===== src/shared/fws_pkg.sv =====
/*
 * Shared constants for the flash write-status host controller: command
 * codes, unlock addresses, status bit positions, cycle timing, operations.
 * Assumes a 20 MHz system clock and a x16 parallel NOR flash bus.
 */
package fws_pkg;

    localparam int DATA_W = 16;
    localparam int ADDR_W = 23;
    localparam int CMD_W = 8;
    localparam int UNLOCK_W = 12;

    // Command bytes of the flash command set
    localparam logic [CMD_W-1:0] CMD_UNLOCK1 = 8'hAA;
    localparam logic [CMD_W-1:0] CMD_UNLOCK2 = 8'h55;
    localparam logic [CMD_W-1:0] CMD_PROGRAM = 8'hA0;
    localparam logic [CMD_W-1:0] CMD_ERASE_SETUP = 8'h80;
    localparam logic [CMD_W-1:0] CMD_SECTOR_ERASE = 8'h30;
    localparam logic [CMD_W-1:0] CMD_CHIP_ERASE = 8'h10;
    localparam logic [CMD_W-1:0] CMD_RESET = 8'hF0;
    localparam logic [CMD_W-1:0] CMD_SUSPEND = 8'hB0;
    localparam logic [CMD_W-1:0] CMD_RESUME = 8'h30;

    localparam logic [UNLOCK_W-1:0] ADDR_UNLOCK1 = 12'h555;
    localparam logic [UNLOCK_W-1:0] ADDR_UNLOCK2 = 12'h2AA;

    // Status bit positions on the data bus
    localparam int BIT_DATA_POLL = 7;
    localparam int BIT_TOGGLE_ONE = 6;
    localparam int BIT_TIMING_LIMIT = 5;
    localparam int BIT_ERASE_WINDOW = 3;
    localparam int BIT_TOGGLE_TWO = 2;

    // Bus cycle timing
    localparam int CLK_PERIOD_NS = 50;
    localparam int T_ACCESS_NS = 55;
    localparam int T_WRITE_PULSE_NS = 35;
    localparam int ACC_CYC = (T_ACCESS_NS + CLK_PERIOD_NS - 1) / CLK_PERIOD_NS;
    localparam int WP_CYC =
        (T_WRITE_PULSE_NS + CLK_PERIOD_NS - 1) / CLK_PERIOD_NS;

    // Command sequence steps
    localparam logic [2:0] STEP_FIRST = 3'h0;
    localparam logic [2:0] STEP_PROG_LAST = 3'h3;
    localparam logic [2:0] STEP_FINAL = 3'h5;

    typedef enum logic [2:0] {
        OP_PROGRAM = 3'h0,
        OP_SECTOR_ERASE = 3'h1,
        OP_CHIP_ERASE = 3'h2,
        OP_ADD_SECTOR = 3'h3,
        OP_POLL = 3'h4,
        OP_SUSPEND = 3'h5,
        OP_RESUME = 3'h6,
        OP_RESET = 3'h7
    } fws_op_t;

endpackage


===== src/logic/fws_bus_cycle.sv =====
/*
 * One asynchronous read or write cycle on the flash pins.
 * Assumes the flash data input is synchronous to clk_sys.
 */
`timescale 1ns/100ps
module fws_bus_cycle
    import fws_pkg::*;
#(
    parameter int AW = ADDR_W,
    parameter int DW = DATA_W,
    parameter int RD_CYC = ACC_CYC,
    parameter int WR_CYC = WP_CYC
) (
    input wire logic clk_sys,
    input wire logic sys_rst,
    input wire logic clk_en,
    input wire logic start,
    input wire logic is_write,
    input wire logic [AW-1:0] addr,
    input wire logic [DW-1:0] wdata,
    output logic done,
    output logic [DW-1:0] rdata,
    output logic flash_ce_n,
    output logic flash_oe_n,
    output logic flash_we_n,
    output logic [AW-1:0] flash_addr,
    output logic [DW-1:0] flash_dq_o,
    output logic flash_dq_oe,
    input wire logic [DW-1:0] flash_dq_i
);

    typedef enum logic [3:0] {
        BC_IDLE = 4'h1,
        BC_SETUP = 4'h2,
        BC_STROBE = 4'h4,
        BC_HOLD = 4'h8
    } fws_bc_state_t;

    fws_bc_state_t state_q;
    logic wr_q;
    logic [3:0] cnt_q;
    wire logic [3:0] strobe_last;
    wire logic strobe_end;

    assign strobe_last = wr_q ? 4'(WR_CYC - 1) : 4'(RD_CYC - 1);
    assign strobe_end = (state_q == BC_STROBE) && (cnt_q == strobe_last);

    always_ff @(posedge clk_sys) begin
        if (sys_rst) begin
            state_q <= BC_IDLE;
            wr_q <= 1'b0;
            cnt_q <= 4'h0;
            done <= 1'b0;
            rdata <= '0;
            flash_ce_n <= 1'b1;
            flash_oe_n <= 1'b1;
            flash_we_n <= 1'b1;
            flash_addr <= '0;
            flash_dq_o <= '0;
            flash_dq_oe <= 1'b0;
        end else if (clk_en) begin
            done <= 1'b0;
            case (state_q)
                BC_IDLE: begin
                    if (start) begin
                        wr_q <= is_write;
                        flash_addr <= addr;
                        flash_dq_o <= wdata;
                        flash_dq_oe <= is_write;
                        flash_ce_n <= 1'b0;
                        state_q <= BC_SETUP;
                    end
                end
                BC_SETUP: begin
                    flash_oe_n <= wr_q;
                    flash_we_n <= ~wr_q;
                    cnt_q <= 4'h0;
                    state_q <= BC_STROBE;
                end
                BC_STROBE: begin
                    cnt_q <= cnt_q + 4'h1;
                    if (strobe_end) begin
                        // Data sampled on the edge that ends the strobe
                        if (!wr_q) begin
                            rdata <= flash_dq_i;
                        end
                        flash_oe_n <= 1'b1;
                        flash_we_n <= 1'b1;
                        state_q <= BC_HOLD;
                    end
                end
                BC_HOLD: begin
                    // Bus released a cycle before the next cycle starts
                    flash_ce_n <= 1'b1;
                    flash_dq_oe <= 1'b0;
                    done <= 1'b1;
                    state_q <= BC_IDLE;
                end
                default: state_q <= BC_IDLE;
            endcase
        end
    end
endmodule


===== src/logic/fws_ctrl.sv =====
/*
 * Host controller for a multi-bank NOR flash: issues program, erase,
 * suspend, resume and reset sequences and polls write-operation status.
 * Assumes one flash on the pins and inputs synchronous to clk_sys.
 */
// Summary of operation
// - After timing failure host writes reset
// - Confirm acceptance, then read window flag
// - Window flag read before and after add
// - Status reads address the busy bank
// - Status reads use a valid sector address
`timescale 1ns/100ps
module fws_ctrl
    import fws_pkg::*;
#(
    parameter int AW = ADDR_W,
    parameter int DW = DATA_W
) (
    input wire logic clk_sys,
    input wire logic sys_rst,
    input wire logic clk_en,
    input wire logic cmd_valid,
    input wire logic [2:0] cmd_op,
    input wire logic [AW-1:0] cmd_addr,
    input wire logic [DW-1:0] cmd_data,
    output logic cmd_ready,
    output logic op_done,
    output logic op_failed,
    output logic window_open,
    output logic cmd_rejected,
    output logic [DW-1:0] status_word,
    output logic device_busy,
    output logic flash_ce_n,
    output logic flash_oe_n,
    output logic flash_we_n,
    output logic [AW-1:0] flash_addr,
    output logic [DW-1:0] flash_dq_o,
    output logic flash_dq_oe,
    input wire logic [DW-1:0] flash_dq_i,
    input wire logic ready_busy_out
);

    typedef enum logic [8:0] {
        ST_IDLE = 9'h001,
        ST_WRITE = 9'h002,
        ST_PRE = 9'h004,
        ST_POST = 9'h008,
        ST_POLL_A = 9'h010,
        ST_POLL_B = 9'h020,
        ST_WIN = 9'h040,
        ST_ABORT = 9'h080,
        ST_FIN = 9'h100
    } fws_state_t;

    fws_state_t state_q, state_d;
    fws_op_t op_q;
    logic [AW-1:0] op_addr_q;
    logic [DW-1:0] op_data_q;
    logic [2:0] step_q, step_d;
    logic [2:0] last_q;
    logic [DW-1:0] rd_a_q;
    logic pend_q, start_q, retry_q;
    logic [AW-1:0] seq_addr;
    logic [DW-1:0] seq_data;

    wire logic bus_done;
    wire logic [DW-1:0] bus_rdata;
    wire logic bus_state;
    wire logic bus_wr;
    wire logic launch;
    wire logic [AW-1:0] bus_addr;
    wire logic [DW-1:0] bus_wdata;
    wire logic [AW-1:0] unlock1;
    wire logic [AW-1:0] unlock2;
    wire logic toggled;
    wire logic limit_seen;
    wire logic window_closed;
    wire logic accept;
    wire logic long_seq;

    function automatic logic [DW-1:0] cmd_word(input logic [CMD_W-1:0] c);
        cmd_word = {{(DW-CMD_W){1'b0}}, c};
    endfunction

    assign unlock1 = {{(AW-UNLOCK_W){1'b0}}, ADDR_UNLOCK1};
    assign unlock2 = {{(AW-UNLOCK_W){1'b0}}, ADDR_UNLOCK2};
    assign bus_state = (state_q != ST_IDLE) && (state_q != ST_FIN);
    assign bus_wr = (state_q == ST_WRITE) || (state_q == ST_ABORT);
    assign launch = bus_state && !pend_q && !start_q;
    // Status reads always go to the operation's own address
    assign bus_addr = (state_q == ST_WRITE) ? seq_addr : op_addr_q;
    assign bus_wdata = (state_q == ST_ABORT) ? cmd_word(CMD_RESET)
                                             : seq_data;
    // Only toggle bit one is compared; other positions are don't-care
    assign toggled = rd_a_q[BIT_TOGGLE_ONE] ^ bus_rdata[BIT_TOGGLE_ONE];
    assign limit_seen = bus_rdata[BIT_TIMING_LIMIT];
    assign window_closed = bus_rdata[BIT_ERASE_WINDOW];
    assign accept = cmd_valid && cmd_ready;
    assign long_seq = (cmd_op == OP_PROGRAM) || (cmd_op == OP_SECTOR_ERASE)
                      || (cmd_op == OP_CHIP_ERASE);

    // Command sequence table
    always_comb begin
        seq_addr = unlock1;
        seq_data = cmd_word(CMD_UNLOCK1);
        case (step_q)
            3'h1: begin
                seq_addr = unlock2;
                seq_data = cmd_word(CMD_UNLOCK2);
            end
            3'h2: begin
                seq_data = (op_q == OP_PROGRAM) ? cmd_word(CMD_PROGRAM)
                                                : cmd_word(CMD_ERASE_SETUP);
            end
            3'h3: begin
                if (op_q == OP_PROGRAM) begin
                    seq_addr = op_addr_q;
                    seq_data = op_data_q;
                end
            end
            3'h4: begin
                seq_addr = unlock2;
                seq_data = cmd_word(CMD_UNLOCK2);
            end
            3'h5: begin
                seq_addr = op_addr_q;
                case (op_q)
                    OP_CHIP_ERASE: begin
                        seq_addr = unlock1;
                        seq_data = cmd_word(CMD_CHIP_ERASE);
                    end
                    OP_RESET: seq_data = cmd_word(CMD_RESET);
                    OP_SUSPEND: seq_data = cmd_word(CMD_SUSPEND);
                    OP_RESUME: seq_data = cmd_word(CMD_RESUME);
                    default: seq_data = cmd_word(CMD_SECTOR_ERASE);
                endcase
            end
            default: begin
                seq_addr = unlock1;
                seq_data = cmd_word(CMD_UNLOCK1);
            end
        endcase
    end

    always_comb begin
        state_d = state_q;
        step_d = step_q;
        case (state_q)
            ST_IDLE: begin
                if (accept) begin
                    step_d = long_seq ? STEP_FIRST : STEP_FINAL;
                    case (cmd_op)
                        OP_ADD_SECTOR: state_d = ST_PRE;
                        OP_POLL: state_d = ST_POLL_A;
                        default: state_d = ST_WRITE;
                    endcase
                end
            end
            ST_WRITE: begin
                if (bus_done) begin
                    if (step_q != last_q) begin
                        step_d = step_q + 3'h1;
                    end else begin
                        case (op_q)
                            OP_PROGRAM: state_d = ST_POLL_A;
                            OP_SECTOR_ERASE: state_d = ST_POLL_A;
                            OP_CHIP_ERASE: state_d = ST_POLL_A;
                            OP_ADD_SECTOR: state_d = ST_POST;
                            default: state_d = ST_FIN;
                        endcase
                    end
                end
            end
            ST_PRE: begin
                // A closed window means the add would be ignored
                if (bus_done) begin
                    state_d = window_closed ? ST_FIN : ST_WRITE;
                end
            end
            ST_POST: if (bus_done) state_d = ST_FIN;
            ST_POLL_A: if (bus_done) state_d = ST_POLL_B;
            ST_POLL_B: begin
                if (bus_done) begin
                    if (!toggled) begin
                        state_d = ST_FIN;
                    end else if (op_q == OP_SECTOR_ERASE) begin
                        state_d = ST_WIN;
                    end else if (retry_q) begin
                        state_d = ST_ABORT;
                    end else begin
                        state_d = ST_POLL_A;
                    end
                end
            end
            ST_WIN: if (bus_done) state_d = ST_FIN;
            ST_ABORT: if (bus_done) state_d = ST_FIN;
            ST_FIN: state_d = ST_IDLE;
            default: state_d = ST_IDLE;
        endcase
    end

    always_ff @(posedge clk_sys) begin
        if (sys_rst) begin
            state_q <= ST_IDLE;
            step_q <= STEP_FIRST;
            pend_q <= 1'b0;
            start_q <= 1'b0;
        end else if (clk_en) begin
            state_q <= state_d;
            step_q <= step_d;
            start_q <= launch;
            pend_q <= launch ? 1'b1 : (bus_done ? 1'b0 : pend_q);
        end
    end

    always_ff @(posedge clk_sys) begin
        if (sys_rst) begin
            op_q <= OP_POLL;
            op_addr_q <= '0;
            op_data_q <= '0;
            last_q <= STEP_FINAL;
        end else if (clk_en && accept) begin
            op_q <= fws_op_t'(cmd_op);
            op_addr_q <= cmd_addr;
            op_data_q <= cmd_data;
            last_q <= (cmd_op == OP_PROGRAM) ? STEP_PROG_LAST : STEP_FINAL;
        end
    end

    always_ff @(posedge clk_sys) begin
        if (sys_rst) begin
            rd_a_q <= '0;
            retry_q <= 1'b0;
            status_word <= '0;
        end else if (clk_en) begin
            if (accept) begin
                retry_q <= 1'b0;
            end else if (bus_done && state_q == ST_POLL_B && limit_seen) begin
                // Toggle may stop just as the limit flag rises: recheck
                retry_q <= 1'b1;
            end
            if (bus_done && !bus_wr) begin
                status_word <= bus_rdata;
            end
            if (bus_done && state_q == ST_POLL_A) begin
                rd_a_q <= bus_rdata;
            end
        end
    end

    always_ff @(posedge clk_sys) begin
        if (sys_rst) begin
            cmd_ready <= 1'b0;
            op_done <= 1'b0;
            op_failed <= 1'b0;
            window_open <= 1'b0;
            cmd_rejected <= 1'b0;
            device_busy <= 1'b0;
        end else if (clk_en) begin
            cmd_ready <= (state_d == ST_IDLE);
            op_done <= (state_q == ST_FIN);
            device_busy <= ~ready_busy_out;
            if (accept) begin
                op_failed <= 1'b0;
                cmd_rejected <= 1'b0;
            end
            if (bus_done && state_q == ST_ABORT) begin
                op_failed <= 1'b1;
            end
            if (bus_done && (state_q == ST_PRE || state_q == ST_POST)) begin
                cmd_rejected <= window_closed;
            end
            if (bus_done && (state_q == ST_WIN || state_q == ST_POST)) begin
                window_open <= ~window_closed;
            end
        end
    end

    fws_bus_cycle #(
        .AW(AW),
        .DW(DW)
    ) u_bus (
        .clk_sys(clk_sys),
        .sys_rst(sys_rst),
        .clk_en(clk_en),
        .start(start_q),
        .is_write(bus_wr),
        .addr(bus_addr),
        .wdata(bus_wdata),
        .done(bus_done),
        .rdata(bus_rdata),
        .flash_ce_n(flash_ce_n),
        .flash_oe_n(flash_oe_n),
        .flash_we_n(flash_we_n),
        .flash_addr(flash_addr),
        .flash_dq_o(flash_dq_o),
        .flash_dq_oe(flash_dq_oe),
        .flash_dq_i(flash_dq_i)
    );
endmodule


===== config.mk =====
export PLATFORM = sky130hd
export DESIGN_NAME = fws_ctrl
export DESIGN_NICKNAME = d
export VERILOG_FILES = /design/src/shared/fws_pkg.sv /design/src/logic/fws_bus_cycle.sv /design/src/logic/fws_ctrl.sv
export SDC_FILE = /design/constraint.sdc
export NUM_CORES = 1
export LEC_CHECK = 0
export BUFFER_PORTS_ARGS = -buffer_cell sky130_fd_sc_hd__buf_2
export CORE_ASPECT_RATIO = 0.5
export CORE_MARGIN = 5
export CORE_UTILIZATION = 25
export CTS_CLUSTER_DIAMETER = 30
export CTS_CLUSTER_SIZE = 25
export DETAILED_ROUTE_END_ITERATION = 10
export MAX_ROUTING_LAYER = met4
export PLACE_DENSITY = 0.5
export SETUP_SLACK_MARGIN = 0.4
export SLEW_MARGIN = 15
export SYNTH_ARGS = -nofsm -noshare
export SYNTH_HDL_FRONTEND = slang
export SYNTH_SLANG_ARGS = --single-unit

===== constraint.sdc =====
create_clock -name clk_sys -period 2.9 [get_ports clk_sys]
set_input_delay 0.145 -clock clk_sys [delete_from_list [all_inputs] [get_ports clk_sys]]
set_output_delay 0.145 -clock clk_sys [all_outputs]
set_load 0.01 [all_outputs]

== Yosys cells after proc, flatten, opt, wreduce, memory -nomap -nowiden ==
Index checks and enable logic that the tools add are counted.
Storage, ports and cells
  register bits after elaboration: 158
  input bits: 63
  output and inout bits: 65
  logic and storage cells: 167
Cells by class
  $add $sub $neg: 2
  eq/ne operators: 37
  mux-type cells: 49
  bitwise gates (word level): 4
  reduce and logical (&&, ||, !) cells: 47
Operators by type and width (number)
  $mux 9: 9
  $mux 23: 3
  $pmux 23 s3: 1
  $pmux 16 s4: 1
  $pmux 9 s6: 1
  $mux 16: 2
  $pmux 8 s3: 1
  $eq 3x2->1 const B: 6
  $eq 9x1->1 const B: 2
  $pmux 9 s2: 1
  $mux 8: 2
  $reduce_and 2->1: 8
  $eq 3x3->1 const B: 5
  $mux 3: 5
  $reduce_bool 2->1: 7
  $logic_and 1x1->1: 13
  $mux 1: 12
  $pmux 4 s3: 1
  $reduce_and 3->1: 4
  $pmux 5 s2: 1
  $eq 3x1->1 const B: 3
  $eq 9x2->1 const B: 1
  $eq 9x3->1 const B: 1
  $eq 9x4->1 const B: 1
  other kinds (31): 48

== Logic depth before layout (Yosys ltp) ==
Gate-level depths: netlist of run 1.
  depth after elaboration: 7
  depth in mapped cells: 10
  depth with buffers taken out: 8

== By module ==
A second synthesis of run 1 with hierarchy kept.
Unflattened totals
  cell total of the unflattened synthesis: 850
  area, all modules: 6533.8 um^2
Modules (own cells, without submodules)
  fws_ctrl: instances 1, cells an instance 521, area each 3923.8 um^2
  fws_bus_cycle: instances 1, cells an instance 329, area each 2610.0 um^2

== Worst setup path after synthesis of run 1 ==
OpenSTA, ideal clock, no wires.
  path kind: register -> register
  start point: reg state_q[4]
  end point: reg step_q[0]
  arrival: 1957 ps
  data required time: 2761 ps
  slack: 805 ps
  cell stages (with the launch flop): 8
  path buffers: 2
  period minus slack after synthesis: 2095 ps
  cell sequence: dfxtp_1 -> buf_6 -> or4_4 -> or3b_1 -> buf_6 -> o2111a_2 -> a21oi_1 -> a311oi_2
Between the ends
  cells in the longest elaborated chain, start to end: 3
  elaborated cells between the ends (all ways): 8
  those cells by class: eq/ne (5); mux (1); reduce/logical (2)
Ends and longest elaborated chain
  start, declared: RTL line fws_ctrl.sv:55  | fws_state_t state_q, state_d;
  start signal, assigned: RTL line fws_ctrl.sv:209  | state_q <= state_d;
  $eq 9x2->1 or $eq 9x1->1 (tied branches): RTL line fws_ctrl.sv:148  | case (state_q)
  $ne 2x1->1 (no line), or another cell as far along
  $reduce_and 5->1 (no line)
  end signal, assigned: RTL line fws_ctrl.sv:210  | step_q <= step_d;
  end, declared: RTL line fws_ctrl.sv:59  | logic [2:0] step_q, step_d;
Several ways; a longest one is shown, not always the timed one.
A chain may end at the register's enable or synchronous reset.

== Worst setup path after layout of run 1 ==
Ends and elaborated chain as after synthesis.

==> results of run 1 <==
-- power by group --
part / switching, mW / internal (mW)
clock network: 0.931 / 1.32
registers: 0.0346 / 2.12
logic: 0.214 / 0.170
total: 1.18 / 3.61
-- layout by cell type (no fill, tap or decap), types with 5 or more instances in the layout --
cell type      count
a211oi_1          16
a21oi_1          125
a22oi_1            9
a31oi_1            6
buf_2            126
buf_4             14
clkbuf_16         17
dfxtp_1          151
dlygate4sd3_1     58
ha_1               6
inv_1              7
inv_6              5
nand2_1          207
nand2b_1           6
nand3_1           23
nand4_1            7
nor2_1            63
nor2b_1            7
nor3_1            16
o21ai_0           20
or3_1              5
-- state kept, by name, indices dropped and copies added, names as in the netlist, 2 cells and up --
signal            count
u_bus.state_q         4
op_addr_q            23
op_q                  3
last_q                2
status_word          16
op_data_q            16
u_bus.flash_dq_o     16
u_bus.flash_addr     23
u_bus.cnt_q           4
u_bus.rdata          16
step_q                3
state_q               9
-- cells in the mapped netlist, drive strengths merged (2+ instances only) --
cell type	instances	share of area
a211oi	16	0.019
or3	5	0.0050
nand2	207	0.12
dfxtp	151	0.48
mux2i	4	0.0064
nor3	17	0.014
o32ai	3	0.0042
o21bai	2	0.0024
a311oi	3	0.0052
a22oi	9	0.011
nor2	66	0.040
inv	7	0.0042
nand3	24	0.019
clkbuf	51	0.030
or4	3	0.0042
buf	8	0.0083
xor2	3	0.0042
nor2b	7	0.0069
nor4	6	0.0093
a41oi	2	0.0028
nand4	8	0.0089
a31oi	6	0.0060
and4	2	0.0028
a21oi	126	0.10
nor3b	3	0.0036
nand4b	3	0.0042
a32oi	4	0.0056
o21ai	21	0.017
ha	6	0.012
nand3b	2	0.0024
a21o	3	0.0036
nand2b	7	0.0081
and2	4	0.0040
xnor2	3	0.0042
-- final timing paths --
check / from / endpoint / slack [ps] / cells past startpoint
hold reg to reg: u_bus.rdata[10]$_SDFFE_PP0P_ / status_word[10]$_SDFFE_PP0P_ / 450 / 2
setup / recovery: state_q[4]$_SDFFE_PP0P_ / step_q[0]$_SDFFE_PP0P_ / 620 / 5
setup reg to reg: state_q[4]$_SDFFE_PP0P_ / step_q[0]$_SDFFE_PP0P_ / 620 / 5
hold / removal: cmd_op[2] / op_q[2]$_SDFFE_PP1P_ / 90 / 3
-- cell type report --
| cell class | count | area [um^2] | area share |
|---|---|---|---|
| clock buffer | 19 | 452.9 | 0.05371 |
| tap | 344 | 430.4 | 0.05104 |
| multi-input combinational | 587 | 3023 | 0.3585 |
| sequential | 151 | 3023 | 0.3585 |
| clock inverter | 12 | 141.4 | 0.01677 |
| inverter | 7 | 26.28 | 0.003116 |
| timing repair buffer | 199 | 1336 | 0.1585 |
-- routing by layer --
metal	part of all wire	track usage
met5	0	-
met4	0.029	0.05246
met1	0.45	0.1674
met2	0.49	0.2211
met3	0.037	0.03167
-- worst register-to-register path: stages, from the launching register on --
cell      delay [ps]
dfxtp_1          410
or4_4            580
or3b_1           550
o2111a_2         380
a21oi_1          170
a311oi_2          60
-- through the flow --
| stage | cells | cell area, um^2 |
|---|---|---|
| 6_report | 1319 | 8433 |
| 5_1_grt | 1319 | 8433 |
| 4_1_cts | 1319 | 8431 |
| 3_5_place_dp | 1230 | 7256 |
| 3_3_place_gp | 1230 | 7256 |
| 2_1_floorplan | 804 | 6301 |
-- cell families (layout without fill, tap and decap cells) --
group                      Yosys count  in the layout  share of synthesized area
DFF                                151            151                     0.4797
muxes                                4              4                   0.006355
adders and majority gates            6              6                    0.01191
xor gates and xnor gates             6              6                   0.008341
and+or+nand+nor                    370            370                     0.2647
buffers and inverters               66            237                    0.04289
AOI/OAI and AO/OA                  201            201                     0.1861
==> summary.txt, run 1 <==
Worst setup path
  • Top delay family on crit path: simple AND/OR/NAND/NOR gates
  • CP Buf/Inv Count: 0
  • Slowest cell on crit path: or4_4
  • Worst-path cell chain: or4_4 -> or3b_1 -> o2111a_2 -> a21oi_1 -> a311oi_2
  • CP arrival: 2550 ps
  • Critical path class: reg -> reg
  • Crit end category: flop
  • WP data required: 3180 ps
  • Worst-path maximum fanout: 9
  • Worst Setup Start Kind: flop
  • Slowest stage delay, CP: 580 ps

STA
  • Max Slew Vio Count: 0
  • Final worst-path cycle share: 0.7852
  • Worst rel slew slack: 0.5240
  • Clock Skew: 11.43 ps
  • Worst Hold Slack: 90.76 ps
  • Final setup fails: 0
  • Fmax: 439.2 MHz
  • Final worst setup slack: 622.9 ps
  • RSZ-0062 raised after global routing: no
  • Final Hold Fails: 0
  • Setup TNS: 0 ps
  • Worst Tran Pin Value: 713.3 ps
  • Post-layout min period: 2277 ps

Layout
  • # nets final: 1032
  • Fill cells: 2628
  • Antenna Cells: 0
  • Layout cell share with drive strength beyond 1: 0.1928
  • Fin util: 0.3376
  • Layout area overhead: 33.84%

CTS
  • Worst-Skew Late Latency: 420 ps
  • Clk pin slew, worst setup/hold paths: 60 ps
  • Clock Tree Buf Depth: 2
  • Root buffer cell: clkbuf_16
  • CTS hold repair buffers: 58
  • # resized after CTS: 0
  • Clock Sinks: 151
  • Num CTS Buffers: 17
  • Clock H-tree levels: 4
  • CTS tree: yes
  • Post-CTS setup buffer count: 0

Hold path
  • Worst Hold Class: in -> reg

Global route
  • Global-route wire length before repair: 30.66 mm
  • Largest net degree at the start of global routing: 62
  • Total GRT Usage: 0.1365
  • Grt total ovfl: 0
  • Vias in the first global route: 5888
  • Initial antenna violation count: 0

Floorplanning
  • Die ar.: 0.02867 mm^2
  • Die H: 122.3 um
  • Rows: 41
  • Die Wd: 234.5 um
  • Top Ports: 128
  • Initial Util: 0.2522
  • Core ar.: 0.02498 mm^2

Route
  • DRC: 0
  • Total vias in the final route: 6149
  • Post-DR vias/cell: 4.662
  • Routed Antenna Nets: 0
  • DRT iter0 DRCs: 464
  • Routed WL per cell: 14.52 um
  • Drt total wl: 19.15 mm
  • First-pass iteration count of the detailed router: 6

Logic synthesis
  • Post-synth EDFFs: 0
  • Top_reg_cell synth: dfxtp_1
  • Area of the mapped netlist: 0.006301 mm^2
  • Post-Syn Instances: 804
  • Post-synth ARST share: 0
  • Number of synthesized register bits: 151
  • Syn. warnings: 0
  • Seq/Total Area, Yosys: 0.4797
  • Number of distinct library cells after synthesis: 59
  • Syn Nets: 873
  • Mean post-synth cell area: 7.837 um^2

Placement
  • Pre-CTS WS: 566.4 ps
  • DP Wirelength: 12.85 mm
  • Final GP Congestion: 0.8627
  • IO buf count: 127

Run
  • Max Cap Viol: 0

Power
  • Peak supply drop: 394.7 uV
  • Pwr per Cell Area: 568.0 mW/mm^2
  • Total power: 4.790 mW
  • P_leak: 3.147 nW

Outcome
  • Status: finished, final reports clean
No activity file was read; power rests on OpenSTA's default activity.
==> run 2: changes to the inputs <==
--- a/config.mk
+++ b/config.mk
@@ -13,7 +13,7 @@
 export CTS_CLUSTER_SIZE = 25
 export DETAILED_ROUTE_END_ITERATION = 10
 export MAX_ROUTING_LAYER = met4
-export PLACE_DENSITY = 0.5
+export PLACE_DENSITY = 0.51
 export SETUP_SLACK_MARGIN = 0.4
 export SLEW_MARGIN = 15
 export SYNTH_ARGS = -nofsm -noshare
==> constraint.sdc (replaced) <==
create_clock -name clk_sys -period 2 [get_ports clk_sys]
set_input_delay 0.1 -clock clk_sys [delete_from_list [all_inputs] [get_ports clk_sys]]
set_output_delay 0.1 -clock clk_sys [all_outputs]
set_load 0.01 [all_outputs]
==> summary.txt, run 2 (synthesis results as in run 1) <==
Outcome
  • Status: finished, final reports clean

STA
  • Fmax: 501.9 MHz
  • Final Hold Fails: 0
  • Max Slew Vio Count: 0
  • Clock Skew: 9.055 ps
  • Final worst setup slack: 7.400 ps
  • Post-layout min period: 1993 ps
  • Final worst-path cycle share: 0.9963
  • Worst Tran Pin Value: 535.1 ps
  • RSZ-0062 raised after global routing: yes
  • Final setup fails: 0
  • Worst rel slew slack: 0.6433

Power
  • Switch share: 0.2414
  • Clock power frac: 0.462
  • P_leak: 3.682 nW
  • Switching pwr: 1.716 mW
  • Peak supply drop: 575.0 uV
  • Pwr per Cell Area: 723.7 mW/mm^2
  • Sequential share of power: 0.439
  • Comb power frac: 0.099
  • Int Power: 5.392 mW

Placement
  • DP Wirelength: 13.43 mm
  • Placed Instance Area: 0.007606 mm^2
  • Pre-CTS WS: -10.76 ps
  • IO buf count: 127
  • Final GP Congestion: 0.8598

Worst setup path
  • Worst Setup Start Kind: flop
  • CP arrival: 2320 ps
  • Worst-path maximum fanout: 8
  • Worst reg-to-reg setup slack: 7 ps
  • Critical path class: reg -> reg
  • Reg-to-reg critical path startpoint: state_q[4]$_SDFFE_PP0P_
  • First element of the critical path: state_q[4]$_SDFFE_PP0P_
  • WP data required: 2330 ps
  • Crit end category: flop

Layout
  • Layout area overhead: 55.88%
  • Biggest regs: op_addr_q: 23 flops, u_bus.flash_addr: 23 flops
  • Fin util: 0.3931
  • # nets final: 1103
  • Layout cell share with drive strength beyond 1: 0.3763
  • Post-route cell area: 0.009822 mm^2
  • Antenna Cells: 0
  • Most frequent cells in the layout: nand2_1, dfxtp_1, buf_2, a21oi_1, dlygate4sd3_1
  • Commonest non-fill, non-tap cell in the layout: nand2_1

Floorplanning
  • Core ar.: 0.02498 mm^2
  • Rows: 41
  • Die ar.: 0.02867 mm^2
  • Initial Util: 0.2522
  • Top Ports: 128
  • Die Wd: 234.5 um
  • Die H: 122.3 um

Route
  • DRC: 0
  • First-pass iteration count of the detailed router: 5
  • Routed WL per cell: 15.34 um
  • Total vias in the final route: 6570
  • Post-DR vias/cell: 4.723
  • Drt total wl: 21.33 mm
  • Routed Antenna Nets: 0
  • DRT iter0 DRCs: 531

Global route
  • Vias in the first global route: 6350
  • Global-route wire length before repair: 32.92 mm
  • Grt total ovfl: 0
  • Initial antenna violation count: 0
  • Total GRT Usage: 0.1483
  • Largest net degree at the start of global routing: 58

CTS
  • Worst-Skew Late Latency: 430 ps
  • CTS tree: yes
  • Clock Tree Buf Depth: 2
  • Clk pin slew, worst setup/hold paths: 60 ps
  • Root buffer cell: clkbuf_16
  • Clock Sinks: 151
  • Num CTS Buffers: 17
  • Clock H-tree levels: 4

Run
  • Max Cap Viol: 0

Hold path
  • Worst Hold Class: in -> reg
  • Hold Crit Start: cmd_op[2]
==> run 2: changes by cell type in the layout (fill, tap and decap cells not counted), sizes merged <==
| cell | change |
|---|---|
| clkinv | +3 |
| buf | +68 |
| inv | -4 |
| clkbuf | +3 |
| bufinv | +1 |
| and4 | +1 |
==> run 2: critical path, stage by stage (launching register included) <==
cell,delay (ps)
dfxtp_2,320
or4_4,530
or3b_4,440
buf_4,160
nor2_4,110
a31oi_1,60
a311oi_1,270
==> run 2: stage by stage <==
step | TNS (ps) | hold WS (ps) | power [mW] | std cells
2_1_floorplan | -87.81 | 199.1 | 3.466 | 804
3_3_place_gp | 0 | 287.9 | 3.686 | 1261
3_5_place_dp | -32.32 | 294.8 | 3.691 | 1261
4_1_cts | 0 | 13.24 | 7.140 | 1374
5_1_grt | -126.8 | 40.12 | 7.407 | 1391
6_report | 0 | 14.55 | 7.108 | 1391
==> run 2: power groups by stage <==
stage	registers [mW]	logic, mW	clock network [mW]
6_report	3.12	0.702	3.29
3_5_place_dp	3.19	0.505	0
5_1_grt	3.13	0.764	3.52
4_1_cts	3.12	0.649	3.38
2_1_floorplan	3.18	0.288	0
3_3_place_gp	3.18	0.502	0
==> run 2: path summary, 6_finish.rpt <==
check,to,cells past startpoint
setup / recovery,state_q[1]$_SDFFE_PP0P_,6
hold / removal,op_q[2]$_SDFFE_PP1P_,3
setup reg to reg,state_q[1]$_SDFFE_PP0P_,6
hold reg to reg,u_bus.flash_addr[14]$_SDFFE_PP0P_,2
==> run 2: layout make-up <==
cell class	instances	area, um^2
inverter	7	26.28
clock buffer	20	446.7
fill	2513	15160
multi-input combinational	588	3651
tap	344	430.4
clock inverter	12	151.4
sequential	151	3050
timing repair buffer	269	2066
==> run 2: layer usage <==
metal / vias up / track usage / wire, um / part of all wire
met3: 27 / 0.03167 / 840 / 0.039
li1: 3228 / - / - / -
met2: 130 / 0.2460 / 10730 / 0.50
met5: - / - / 0 / 0
met1: 3185 / 0.1824 / 9376 / 0.44
met4: 0 / 0.04772 / 384 / 0.018
==> run 2: timing repair <==
action                                 CTS  global route
gates resized for setup                 85           100
endpoints found under the hold margin   59             0
buffers inserted                        20            15
pin swaps                               28            61
setup endpoints to repair               92            99
hold buffers                            58             0
gates cloned                             3             2
==> run 3: changes to the inputs <==
--- a/config.mk
+++ b/config.mk
@@ -8,12 +8,12 @@
 export BUFFER_PORTS_ARGS = -buffer_cell sky130_fd_sc_hd__buf_2
 export CORE_ASPECT_RATIO = 0.5
 export CORE_MARGIN = 5
-export CORE_UTILIZATION = 25
+export CORE_UTILIZATION = 40
 export CTS_CLUSTER_DIAMETER = 30
 export CTS_CLUSTER_SIZE = 25
 export DETAILED_ROUTE_END_ITERATION = 10
 export MAX_ROUTING_LAYER = met4
-export PLACE_DENSITY = 0.51
+export PLACE_DENSITY = 0.71
 export SETUP_SLACK_MARGIN = 0.4
 export SLEW_MARGIN = 15
 export SYNTH_ARGS = -nofsm -noshare
==> summary.txt, run 3 (synthesis results as in run 1) <==
Outcome
  • Status: finished with violations
  • Failing checks: setup timing

Global route
  • Global-route wire length before repair: 32.82 mm
  • Total GRT Usage: 0.2209
  • Grt total ovfl: 0
  • Largest net degree at the start of global routing: 53
  • Initial antenna violation count: 0
  • Vias in the first global route: 6638

CTS
  • CTS tree: yes
  • Clock Sinks: 151
  • Clock H-tree levels: 4
  • Worst-Skew Late Latency: 430 ps
  • Num CTS Buffers: 17
  • Root buffer cell: clkbuf_16
  • Clk pin slew, worst setup/hold paths: 60 ps
  • Clock Tree Buf Depth: 2

Floorplanning
  • Die H: 98.75 um
  • Rows: 32
  • Die Wd: 187.5 um
  • Core ar.: 0.01541 mm^2
  • Initial Util: 0.4088
  • Top Ports: 128
  • Die ar.: 0.01852 mm^2

Layout
  • Fill cells: 1204
  • Post-route cell area: 0.009927 mm^2
  • Antenna Cells: 0
  • Non-filler cells, final: 1247
  • Biggest regs: op_addr_q: 23 flops, u_bus.flash_addr: 23 flops
  • Layout cell share with drive strength beyond 1: 0.4075
  • # nets final: 1099
  • Layout area overhead: 57.55%
  • Most frequent cells in the layout: nand2_1, dfxtp_1, buf_2, a21oi_1
  • Commonest non-fill, non-tap cell in the layout: nand2_1

STA
  • Setup TNS: -0.1072 ps
  • Worst Hold Slack: 35.20 ps
  • Clock Skew: 8.136 ps
  • RSZ-0062 raised after global routing: yes
  • Final Hold Fails: 0
  • Final setup fails: 1
  • Final worst setup slack: -0.1072 ps
  • Max Slew Vio Count: 0
  • Final worst-path cycle share: 1.000
  • Post-layout min period: 2000 ps
  • Worst rel slew slack: 0.6151
  • Worst Tran Pin Value: 576.1 ps
  • Fmax: 500.0 MHz

Placement
  • DP Wirelength: 11.94 mm
  • Placed Instance Area: 0.007431 mm^2
  • DP Cell Count: 1116
  • IO buf count: 127
  • Final GP Congestion: 0.8974

Worst setup path
  • Reg-to-reg critical path startpoint: state_q[4]$_SDFFE_PP0P_
  • Worst-path maximum fanout: 7
  • Slowest cell on crit path: or4_4
  • Crit end category: flop
  • Worst r2r dst: step_q[0]$_SDFFE_PP0P_
  • WP data required: 2320 ps
  • CP Buf/Inv Count: 0
  • Slowest stage delay, CP: 540 ps
  • Worst-path cell chain: or4_4 -> or3b_4 -> o2111a_2 -> a311oi_2
  • CP arrival: 2320 ps
  • Top delay family on crit path: simple AND/OR/NAND/NOR gates
  • Worst Setup Start Kind: flop
  • Worst reg-to-reg setup slack: -0.1 ps
  • R2R depth: 4
  • Critical path class: reg -> reg

Route
  • Drt total wl: 21.22 mm
  • DRC: 0
  • Total vias in the final route: 6712
  • Routed WL per cell: 17.01 um
  • DRT iter0 DRCs: 450
  • Post-DR vias/cell: 5.383
  • Routed Antenna Nets: 0
  • First-pass iteration count of the detailed router: 7

Power
  • Peak supply drop: 577.2 uV
  • Total power: 7.192 mW
  • P_leak: 3.722 nW
  • Pwr per Cell Area: 724.5 mW/mm^2

Hold path
  • Worst Hold Class: in -> reg
  • Hold Crit Start: cmd_op[2]
  • Hold Path Sink: op_q[2]$_SDFFE_PP1P_
  • Hold path depth: 3

Run
  • Max Cap Viol: 0
run 3: final cells by class:
class,count,area [um^2],share of cell area
inverters,7,26.28,0.002647
multi-input cells,590,3924,0.3953
clock inverters,11,147.6,0.01487
repair buffers,263,2063,0.2078
clock buffers,21,460.4,0.04638
well taps,204,255.2,0.02571
flip-flops and latches,151,3050,0.3073
run 3: stage by stage:
step	util	setup WS, ps
after floorplan	-	-38.27
after global placement	0.4821	24.67
after detailed placement	0.4821	-20.17
after CTS	0.6104	57.51
after global routing	0.6440	-65.46
final	0.6440	-0.1072
run 3: layer usage:
| layer | GRT usage | up-vias | routed length, um |
|---|---|---|---|
| met4 | 0.08286 | 0 | 465 |
| met2 | 0.3698 | 245 | 10420 |
| met1 | 0.2676 | 3191 | 9067 |
| met5 | - | - | 0 |
| li1 | - | 3228 | - |
| met3 | 0.04282 | 48 | 1264 |
run 3: worst max path at each step:
stage / startpoint / endpoint / slack, ps / cells after the start
2_1_floorplan: state_q[4]$_SDFFE_PP0P_ / step_q[0]$_SDFFE_PP0P_ / -40 / 7
3_3_place_gp: state_q[4]$_SDFFE_PP0P_ / step_q[2]$_SDFFE_PP0P_ / 20 / 5
3_5_place_dp: state_q[4]$_SDFFE_PP0P_ / step_q[0]$_SDFFE_PP0P_ / -20 / 5
4_1_cts: state_q[4]$_SDFFE_PP0P_ / step_q[0]$_SDFFE_PP0P_ / 60 / 4
5_1_grt: state_q[4]$_SDFFE_PP0P_ / step_q[0]$_SDFFE_PP0P_ / -70 / 4
6_report: state_q[4]$_SDFFE_PP0P_ / step_q[0]$_SDFFE_PP0P_ / -0.1 / 4
run 3: power breakdown:
| group | total, mW | internal, mW | leakage [nW] | switching, mW |
|---|---|---|---|---|
| sequential | 3.13 | 3.07 | 1.23 | 0.0599 |
| combinational | 0.733 | 0.342 | 2.21 | 0.390 |
| clock | 3.33 | 2.03 | 0.286 | 1.30 |
| total | 7.19 | 5.44 | 3.72 | 1.75 |
run 3: worst reg2reg max path: stages, from the launching register on:
cell and delay, ps:
dfxtp_2 320, or4_4 540, or3b_4 450, o2111a_2 330, a311oi_2 250
run 3: repair_timing:
action | CTS | global route
buffers inserted | 23 | 11
cloned | 5 | 2
hold buffers | 58 | 0
endpoints found under the hold margin | 59 | 0
resized for setup | 128 | 103
endpoints found under the setup margin | 92 | 97
pin swaps | 67 | 47
